**src/logic/tws_regs.svh**
```systemverilog
/*
 * Register map, bit positions, status codes and timing counts of the
 * two-wire master transmit and receive sequencer.
 * Assumes a 100 MHz system clock and a byte-wide register port.
 */
`ifndef TWS_REGS_SVH
`define TWS_REGS_SVH

// Register indices on the byte-wide port
`define TWS_ADDR_CONTROL 2'h0
`define TWS_ADDR_STATUS 2'h1
`define TWS_ADDR_BYTE 2'h2

// Control register bit positions
`define TWS_C_FLAG 7
`define TWS_C_ACK 6
`define TWS_C_START 5
`define TWS_C_STOP 4
`define TWS_C_WCOL 3
`define TWS_C_EN 2
`define TWS_C_IE 0

// Status register: code in the upper five bits, prescaler in the lowest two
`define TWS_S_CODE_HI 7
`define TWS_S_CODE_LO 3
`define TWS_S_PRESC_HI 1
`define TWS_S_PRESC_LO 0

// Status codes (prescaler bits zero)
`define TWS_CODE_START 8'h08
`define TWS_CODE_RSTART 8'h10
`define TWS_CODE_AW_ACK 8'h18
`define TWS_CODE_AW_NACK 8'h20
`define TWS_CODE_D_ACK 8'h28
`define TWS_CODE_D_NACK 8'h30
`define TWS_CODE_LOST 8'h38
`define TWS_CODE_AR_ACK 8'h40
`define TWS_CODE_AR_NACK 8'h48
`define TWS_CODE_RD_ACK 8'h50
`define TWS_CODE_RD_NACK 8'h58
`define TWS_CODE_IDLE 8'hf8

// Timing: one bit on the line is four quarter periods
`define TWS_CLK_NS 10
`define TWS_BIT_NS 10000
`define TWS_QTR_CYC ((`TWS_BIT_NS / 4) / `TWS_CLK_NS)
`define TWS_LAST_BIT 4'h8

`endif

```
**src/logic/tws_pkg.sv**
```systemverilog
/*
 * Types shared by the two-wire master transmit and receive sequencer.
 * Assumes the constants header is included by each module using it.
 */
package tws_pkg;

    typedef logic [1:0] tws_addr_t;
    typedef logic [7:0] tws_byte_t;

    typedef enum logic [2:0]
    {
        TWS_IDLE,
        TWS_WAIT_FREE,
        TWS_START,
        TWS_RSTART,
        TWS_BIT,
        TWS_HOLD,
        TWS_STOP
    } tws_state_t;

endpackage : tws_pkg

```
**src/logic/tws_sync.sv**
```systemverilog
/*
 * Two-stage synchroniser for one line sampled from outside the clock.
 * Assumes the input is a level; the output is safe for any logic.
 */
`timescale 1ns/10ps
module tws_sync
#(
    parameter logic RESET_VAL = 1'b1
)
(
    // Clock and reset
    input wire logic sys_clk,
    input wire logic reset_n,
    // Line
    input wire logic din,
    output logic dout
);
    logic meta_r;

    always_ff @(posedge sys_clk or negedge reset_n)
    begin
        if (!reset_n)
        begin
            meta_r <= RESET_VAL;
            dout <= RESET_VAL;
        end
        else
        begin
            meta_r <= din;
            dout <= meta_r;
        end
    end

endmodule : tws_sync

```
**src/logic/tws_master.sv**
```systemverilog
/*
 * Two-wire bus master sequencer: START, repeated START, STOP, address
 * and data bytes, with status codes and a completion flag that holds
 * the bus (clock held low) until software clears it.
 * Assumes open-drain pads outside: an enable high pulls the line low.
 * Slave roles are not built; on lost arbitration the block only idles.
 */
// Local design decisions: the address-and-strobe port and the placing of the registers.
`timescale 1ns/10ps
`include "tws_regs.svh"
module tws_master
(
    // Clock and reset
    input wire logic sys_clk,
    input wire logic reset_n,
    // Register port
    input wire tws_pkg::tws_addr_t reg_addr,
    input wire tws_pkg::tws_byte_t reg_wdata,
    input wire logic reg_wr,
    input wire logic reg_rd,
    output tws_pkg::tws_byte_t reg_rdata,
    // Serial clock line
    input wire logic scl_in,
    output logic scl_out,
    output logic scl_oe,
    // Serial data line
    input wire logic sda_in,
    output logic sda_out,
    output logic sda_oe,
    // Interrupt request
    output logic irq
);
    import tws_pkg::*;

    tws_state_t state_r;
    logic [1:0] phase_r;
    logic [3:0] bitcnt_r;
    logic [8:0] qcnt_r;
    logic tick;
    logic adv;
    logic scl_s;
    logic sda_s;
    logic sda_d_r;
    logic busy_r;
    logic flag_r;
    logic ack_en_r;
    logic start_r;
    logic stop_r;
    logic wcol_r;
    logic en_r;
    logic ie_r;
    logic [1:0] presc_r;
    tws_byte_t code_r;
    tws_byte_t byte_r;
    tws_byte_t sh_r;
    logic master_r;
    logic addr_next_r;
    logic rx_mode_r;
    logic dir_r;
    logic ack_seen_r;
    logic rx_load_r;
    logic ctrl_wr;
    logic flag_clr;
    logic go;
    logic tx_bit;

    tws_sync u_scl_sync
    (
        .sys_clk(sys_clk),
        .reset_n(reset_n),
        .din(scl_in),
        .dout(scl_s)
    );

    tws_sync u_sda_sync
    (
        .sys_clk(sys_clk),
        .reset_n(reset_n),
        .din(sda_in),
        .dout(sda_s)
    );

    assign ctrl_wr = reg_wr && (reg_addr == `TWS_ADDR_CONTROL);
    assign flag_clr = ctrl_wr && reg_wdata[`TWS_C_FLAG];
    assign go = en_r && !flag_r;
    // Sequencing stalls when the line clock is still low after release
    assign tick = (qcnt_r == 9'h000);
    assign adv = tick && !((phase_r == 2'h2) && !scl_s);
    // Data bits of the address and of transmitted bytes are checked
    assign tx_bit = (bitcnt_r != `TWS_LAST_BIT) && (addr_next_r || !rx_mode_r);

    // Quarter-bit divider
    always_ff @(posedge sys_clk or negedge reset_n)
    begin
        if (!reset_n)
            qcnt_r <= 9'h000;
        else if (tick)
            qcnt_r <= 9'(`TWS_QTR_CYC - 1);
        else
            qcnt_r <= qcnt_r - 9'h001;
    end

    // Bus busy tracking from START and STOP seen on the lines
    always_ff @(posedge sys_clk or negedge reset_n)
    begin
        if (!reset_n)
        begin
            sda_d_r <= 1'b1;
            busy_r <= 1'b0;
        end
        else
        begin
            sda_d_r <= sda_s;
            if (scl_s && sda_d_r && !sda_s)
                busy_r <= 1'b1;
            else if (scl_s && !sda_d_r && sda_s)
                busy_r <= 1'b0;
        end
    end

    // Software-owned control bits and prescaler field
    always_ff @(posedge sys_clk or negedge reset_n)
    begin
        if (!reset_n)
        begin
            ack_en_r <= 1'b0;
            start_r <= 1'b0;
            en_r <= 1'b0;
            ie_r <= 1'b0;
            presc_r <= 2'h0;
        end
        else
        begin
            if (ctrl_wr)
            begin
                ack_en_r <= reg_wdata[`TWS_C_ACK];
                start_r <= reg_wdata[`TWS_C_START];
                en_r <= reg_wdata[`TWS_C_EN];
                ie_r <= reg_wdata[`TWS_C_IE];
            end
            if (reg_wr && (reg_addr == `TWS_ADDR_STATUS))
                presc_r <= reg_wdata[`TWS_S_PRESC_HI:`TWS_S_PRESC_LO];
        end
    end

    // Byte register and write collision
    always_ff @(posedge sys_clk or negedge reset_n)
    begin
        if (!reset_n)
        begin
            byte_r <= 8'hff;
            wcol_r <= 1'b0;
        end
        else if (rx_load_r)
            byte_r <= sh_r;
        else if (reg_wr && (reg_addr == `TWS_ADDR_BYTE))
        begin
            if (flag_r)
            begin
                byte_r <= reg_wdata;
                wcol_r <= 1'b0;
            end
            else
                wcol_r <= 1'b1;
        end
    end

    // Sequencer; also owns the flag, stop command and status code
    always_ff @(posedge sys_clk or negedge reset_n)
    begin
        if (!reset_n)
        begin
            state_r <= TWS_IDLE;
            phase_r <= 2'h0;
            bitcnt_r <= 4'h0;
            sh_r <= 8'hff;
            scl_oe <= 1'b0;
            sda_oe <= 1'b0;
            flag_r <= 1'b0;
            stop_r <= 1'b0;
            code_r <= `TWS_CODE_IDLE;
            master_r <= 1'b0;
            addr_next_r <= 1'b0;
            rx_mode_r <= 1'b0;
            dir_r <= 1'b0;
            ack_seen_r <= 1'b0;
            rx_load_r <= 1'b0;
        end
        else
        begin
            rx_load_r <= 1'b0;
            // Hardware set beats a software clear in the same cycle
            if (flag_clr)
                flag_r <= 1'b0;
            if (ctrl_wr && reg_wdata[`TWS_C_STOP])
                stop_r <= 1'b1;
            if (!en_r)
            begin
                state_r <= TWS_IDLE;
                scl_oe <= 1'b0;
                sda_oe <= 1'b0;
                master_r <= 1'b0;
            end
            else
            begin
                case (state_r)
                    TWS_IDLE:
                    begin
                        phase_r <= 2'h0;
                        if (go && start_r)
                            state_r <= TWS_WAIT_FREE;
                    end
                    TWS_WAIT_FREE:
                    begin
                        if (tick && !busy_r)
                            state_r <= TWS_START;
                    end
                    TWS_START:
                    begin
                        if (adv)
                        begin
                            phase_r <= phase_r + 2'h1;
                            if (phase_r == 2'h0 && busy_r)
                                state_r <= TWS_WAIT_FREE;
                            else if (phase_r == 2'h1)
                                sda_oe <= 1'b1;
                            else if (phase_r == 2'h2)
                            begin
                                scl_oe <= 1'b1;
                                state_r <= TWS_HOLD;
                                flag_r <= 1'b1;
                                code_r <= `TWS_CODE_START;
                                master_r <= 1'b1;
                                addr_next_r <= 1'b1;
                            end
                        end
                    end
                    TWS_HOLD:
                    begin
                        phase_r <= 2'h0;
                        bitcnt_r <= 4'h0;
                        if (go)
                        begin
                            if (stop_r)
                                state_r <= TWS_STOP;
                            else if (start_r)
                                state_r <= TWS_RSTART;
                            else
                            begin
                                state_r <= TWS_BIT;
                                sh_r <= byte_r;
                                if (addr_next_r)
                                    dir_r <= byte_r[0];
                            end
                        end
                    end
                    TWS_RSTART:
                    begin
                        if (adv)
                        begin
                            phase_r <= phase_r + 2'h1;
                            case (phase_r)
                                2'h0: sda_oe <= 1'b0;
                                2'h1: scl_oe <= 1'b0;
                                2'h2: sda_oe <= 1'b1;
                                default:
                                begin
                                    scl_oe <= 1'b1;
                                    state_r <= TWS_HOLD;
                                    flag_r <= 1'b1;
                                    code_r <= `TWS_CODE_RSTART;
                                    addr_next_r <= 1'b1;
                                end
                            endcase
                        end
                    end
                    TWS_BIT:
                    begin
                        if (adv)
                        begin
                            phase_r <= phase_r + 2'h1;
                            case (phase_r)
                                2'h0:
                                begin
                                    // Low on the line means a zero bit
                                    if (bitcnt_r != `TWS_LAST_BIT)
                                        sda_oe <= tx_bit && !sh_r[7];
                                    else
                                        sda_oe <= !addr_next_r && rx_mode_r
                                            && ack_en_r;
                                end
                                2'h1: scl_oe <= 1'b0;
                                2'h2:
                                begin
                                    if (tx_bit && !sda_oe && !sda_s)
                                    begin
                                        // Lost: release both lines
                                        state_r <= TWS_IDLE;
                                        sda_oe <= 1'b0;
                                        master_r <= 1'b0;
                                        flag_r <= 1'b1;
                                        code_r <= `TWS_CODE_LOST;
                                    end
                                    else if (bitcnt_r != `TWS_LAST_BIT)
                                        sh_r <= {sh_r[6:0], sda_s};
                                    else
                                        ack_seen_r <= !sda_s;
                                end
                                default:
                                begin
                                    scl_oe <= 1'b1;
                                    if (bitcnt_r != `TWS_LAST_BIT)
                                        bitcnt_r <= bitcnt_r + 4'h1;
                                    else
                                    begin
                                        state_r <= TWS_HOLD;
                                        sda_oe <= 1'b0;
                                        flag_r <= 1'b1;
                                        addr_next_r <= 1'b0;
                                        if (addr_next_r)
                                        begin
                                            rx_mode_r <= dir_r;
                                            if (dir_r)
                                                code_r <= ack_seen_r ?
                                                    `TWS_CODE_AR_ACK :
                                                    `TWS_CODE_AR_NACK;
                                            else
                                                code_r <= ack_seen_r ?
                                                    `TWS_CODE_AW_ACK :
                                                    `TWS_CODE_AW_NACK;
                                        end
                                        else if (rx_mode_r)
                                        begin
                                            rx_load_r <= 1'b1;
                                            code_r <= ack_en_r ?
                                                `TWS_CODE_RD_ACK :
                                                `TWS_CODE_RD_NACK;
                                        end
                                        else
                                            code_r <= ack_seen_r ?
                                                `TWS_CODE_D_ACK :
                                                `TWS_CODE_D_NACK;
                                    end
                                end
                            endcase
                        end
                    end
                    TWS_STOP:
                    begin
                        if (adv)
                        begin
                            phase_r <= phase_r + 2'h1;
                            case (phase_r)
                                2'h0: sda_oe <= 1'b1;
                                2'h1: scl_oe <= 1'b0;
                                2'h2:
                                begin
                                    // A pending start follows via idle
                                    sda_oe <= 1'b0;
                                    state_r <= TWS_IDLE;
                                    stop_r <= 1'b0;
                                    master_r <= 1'b0;
                                    code_r <= `TWS_CODE_IDLE;
                                end
                                default: phase_r <= 2'h0;
                            endcase
                        end
                    end
                    default: state_r <= TWS_IDLE;
                endcase
            end
        end
    end

    // Open-drain levels and the interrupt request
    always_ff @(posedge sys_clk or negedge reset_n)
    begin
        if (!reset_n)
        begin
            scl_out <= 1'b0;
            sda_out <= 1'b0;
            irq <= 1'b0;
        end
        else
        begin
            scl_out <= 1'b0;
            sda_out <= 1'b0;
            irq <= flag_r && ie_r;
        end
    end

    // Read port, data valid the cycle after the strobe
    always_ff @(posedge sys_clk or negedge reset_n)
    begin
        if (!reset_n)
            reg_rdata <= 8'h00;
        else if (reg_rd)
        begin
            if (reg_addr == `TWS_ADDR_CONTROL)
                reg_rdata <= {flag_r, ack_en_r, start_r, stop_r,
                              wcol_r, en_r, 1'b0, ie_r};
            else if (reg_addr == `TWS_ADDR_STATUS)
                reg_rdata <= {code_r[`TWS_S_CODE_HI:`TWS_S_CODE_LO],
                              1'b0, presc_r};
            else if (reg_addr == `TWS_ADDR_BYTE)
                reg_rdata <= byte_r;
            else
                reg_rdata <= 8'h00;
        end
    end

endmodule : tws_master

```
**config.mk**
```make
export PLATFORM = sky130hd
export DESIGN_NAME = tws_master
export DESIGN_NICKNAME = d
export VERILOG_FILES = /design/src/logic/tws_pkg.sv /design/src/logic/tws_sync.sv /design/src/logic/tws_master.sv
export VERILOG_INCLUDE_DIRS = /design/src /design/src/logic
export SDC_FILE = /design/constraint.sdc
export NUM_CORES = 1
export LEC_CHECK = 0
export BUFFER_PORTS_ARGS = -buffer_cell sky130_fd_sc_hd__buf_2
export CAP_MARGIN = 15
export CORE_UTILIZATION = 45
export DETAILED_ROUTE_END_ITERATION = 16
export GPL_TIMING_DRIVEN = 1
export PLACE_DENSITY_LB_ADDON = 0.3
export SLEW_MARGIN = 40
export SYNTH_ARGS = -nofsm -noshare
export SYNTH_HDL_FRONTEND = slang
export SYNTH_SLANG_ARGS = --single-unit
```
**constraint.sdc**
```tcl
create_clock -name sys_clk -period 2.6 [get_ports sys_clk]
set_input_delay 0.52 -clock sys_clk [delete_from_list [all_inputs] [get_ports sys_clk]]
set_output_delay 0.52 -clock sys_clk [all_outputs]
set_load 0.1 [all_outputs]
```
==> metrics <==
outcome=finished, final reports clean; most instantiated library cell after synthesis=sky130_fd_sc_hd__nand2_1; post-detailed-route wirelength per cell=between 15 and 20 um; Comb pwr share=a little under a fifth; area of all placed cells without fillers=0.00457 mm^2; Ports=29; EDFF count, synth=0; final weighted congestion in routability-driven placement=0.931; clock-pin slew reported for the worst setup and hold paths after clock tree synthesis=roughly 0.080 ns; largest area contributor in the netlist=sky130_fd_sc_hd__dfrtp_1; Post-Syn Area per Cell=between 9 and 10 um^2; first-pass GRT wire length=16,700 um; H-tree levels=3; multi-input logic area=~0.0021 mm^2; Slew HR=59.2%; vias in the first global route=3,179; area share of the largest cell type after synthesis=27.2%; cell at the slowest stage of the critical path=sky130_fd_sc_hd__a221o_2; top area cells in the synthesized netlist=sky130_fd_sc_hd__dfrtp_1 (27%), sky130_fd_sc_hd__dfstp_2 (17%), sky130_fd_sc_hd__mux2i_1 (5.9%); highest achievable clock rate=407 MHz; maximum fanout along the worst path=8; prevailing post-synth register cell=sky130_fd_sc_hd__dfrtp_1; count of unresolved DRC violations after routing=0; reported leakage power=roughly 0.0020 uW; combined flip-flop and latch cell area=0.00178 mm^2; cells along the critical path=inv_1, ha_2, or3b_4, nor4_4, nand4_1, a221o_2, mux2_4; synthesis warning total=0; Chip Height=96.8 um; RSZ-0062 raised after global routing=false; kind of end point of the critical path=register; count of endpoints failing hold in the final timing report=0; cell count after synthesis=roughly 430; initial antenna violation count=0; highest ir drop seen on vdd=0.259 mV; GRT overflow=0; relative contribution of sequential cells to total power=46.6%; Filler cells=779; final net count=486; commonest cells in the synthesized netlist=sky130_fd_sc_hd__nand2_1 (58), sky130_fd_sc_hd__dfrtp_1 (44), sky130_fd_sc_hd__a21oi_1 (33), sky130_fd_sc_hd__nor2_1 (27), sky130_fd_sc_hd__dfstp_2 (26); min cycle time layout=between 2 and 2.5 ns; routed vias/inst=5.74; Async SR Flop Fraction=100%; fraction of layout cells with a size suffix above 1=approximately 24%; Skew-Pair Late Insertion Delay=0.35 ns; portion of total power attributed to the clock network=35.0%; area of the die=~0.0094 mm^2; cell internal power dissipation=1780 uW; Data required, critical path=2.88 ns; element type at the critical path start=register; type of the most critical hold path=in2async; number of pins exceeding their max-slew limit in the final report=0; Port Buffers=26; Top delay family on crit path=simple AND/OR/NAND/NOR gates; power density over the cells=~570 mW/mm^2; distinct cell type count after synthesis=60; number of flip-flops and latches in the synthesized netlist=70; largest net degree at the start of global routing=46; die outline width=96.8 um; GRT Resource Usage Total=22.3%; total via count in the routed design=roughly 3,300; buffering stage count on the worst path with inverters included=1; Post-Synthesis Cell Area=slightly above 0.004 mm^2; post-route clock period utilization=between 90% and 100%; TritonRoute pass-1 iters=6; Area growth, synth to finish=12.9%; Row Count=34; crit path kind=reg2reg; cell at the root of the clock tree=sky130_fd_sc_hd__clkbuf_8; number of diodes=0; HPWL after detailed placement=7080 um; number of failing setup endpoints in the final timing report=0; starting density of the core=46.4%; fraction of the core area covered by cells at the end of the flow=52.4%; # clock sinks=70; area inside the core boundary=0.00872 mm^2; clock tree from TritonCTS=yes; sequential-to-total area share from yosys stat=44.1%; DRT Wirelength=slightly below 10,000 um; placed cell areas=approximately 0.0043 mm^2; Net Sw Power=841 uW; transition time at the pin with the least slew margin=0.612 ns; first-iteration detailed-routing DRC count=about 230; remaining antenna violation count after routing=0; number of maximum-capacitance constraint violations=0; Clock Tree Buf Depth=2; Num CTS Buffers=9; Post-Route Skew=0.0116 ns; highest cell delay on the worst timing path=0.50 ns; sw frac=32.1%; data arrival at the endpoint of the critical path=2.74 ns
metal layers:
metal	track usage [%]	share of wire, %
met4	7.81	1.8
met5	0	0
met3	3.40	5.9
met1	33.1	46
met2	33.0	46
area by class of cell:
cell class,instances,area share [%]
Clock inverter,6,1.51
Inverter,19,1.56
Timing Repair Buffer,45,6.24
Clock buffer,10,3.01
Multi-Input combinational cell,314,45.7
Sequential cell,70,39.1
Tap cell,108,2.96
registers in the layout (all words and copies together), names as in the netlist, 2 cells and up:
signal / cells
reg_rdata: 8
phase_r: 2
code_r: 5
sh_r: 8
qcnt_r: 9
state_r: 3
byte_r: 8
bitcnt_r: 4
presc_r: 2
what timing repair did:
action | CTS | global route
buffers inserted | 0 | 1
gates resized for setup | 1 | 3
hold buffers | 0 | 0
endpoints found under the setup margin | 8 | 16
gates cloned | 0 | 0
pin swaps | 0 | 3
worst paths after layout:
kind,startpoint,to,slack (ns),cells past startpoint
min in group sys_clk,sda_in,u_sda_sync.meta_r,0.26,1
max in group asynchronous,reset_n,u_sda_sync.meta_r,1.71,2
setup / recovery,qcnt_r[0],sh_r[3],0.14,7
hold reg to reg,u_sda_sync.meta_r,u_sda_sync.dout,0.35,0
hold / removal,reset_n,reg_rdata[3],0.17,1
setup reg to reg,qcnt_r[0],sh_r[3],0.14,7
metrics by stage:
| step | hold slack [ns] | TNS [ns] | cells | setup WS [ns] | total power (uW) |
|---|---|---|---|---|---|
| after global placement | 0.346 | 0 | 555 | 0.0397 | 1710 |
| after detailed placement | 0.349 | -0.139 | 555 | -0.0207 | 1720 |
| after CTS | 0.184 | 0 | 571 | 0.0536 | 2640 |
| final | 0.171 | 0 | 572 | 0.143 | 2620 |
| after floorplan | 0.224 | 0 | 427 | 0.132 | 1580 |
| after global routing | 0.207 | 0 | 572 | 0.00610 | 2760 |
power by group through the flow:
| stage | Clock (uW) | Sequential (uW) | Combinational [uW] |
|---|---|---|---|
| after global routing | 997 | 1230 | 527 |
| after floorplan | 0 | 1280 | 291 |
| after CTS | 939 | 1220 | 482 |
| after global placement | 0 | 1240 | 476 |
| final | 918 | 1220 | 484 |
| after detailed placement | 0 | 1240 | 480 |
cell usage in the layout, fill, tap and decap left out, types with 6 or more instances in the layout:
cell type                  instances
sky130_fd_sc_hd__nand2_1          58
sky130_fd_sc_hd__dfrtp_1          44
sky130_fd_sc_hd__a21oi_1          33
sky130_fd_sc_hd__nor2_1           27
sky130_fd_sc_hd__dfstp_2          26
sky130_fd_sc_hd__buf_2            26
sky130_fd_sc_hd__o21ai_0          25
sky130_fd_sc_hd__mux2i_1          24
sky130_fd_sc_hd__inv_1            18
sky130_fd_sc_hd__buf_4            18
sky130_fd_sc_hd__nor3_1           11
sky130_fd_sc_hd__nand3_1          11
sky130_fd_sc_hd__ha_1             10
sky130_fd_sc_hd__clkbuf_8         10
sky130_fd_sc_hd__nor2b_1           9
sky130_fd_sc_hd__mux2_2            8
sky130_fd_sc_hd__mux2_4            8
sky130_fd_sc_hd__a31oi_1           6
logic make-up (layout without fill, tap and decap cells):
family	count (synthesis)	count (layout)	synth area share, %
simple gates	153	153	19.3
compound gates	99	99	15.2
flops	70	70	44.1
mux	45	45	12.5
buf+inv	43	80	4.58
fa+ha+maj	11	11	3.40
xor+xnor	4	4	0.866
other cells	1	2	0.0927
Power figures use the tool's default switching activity.
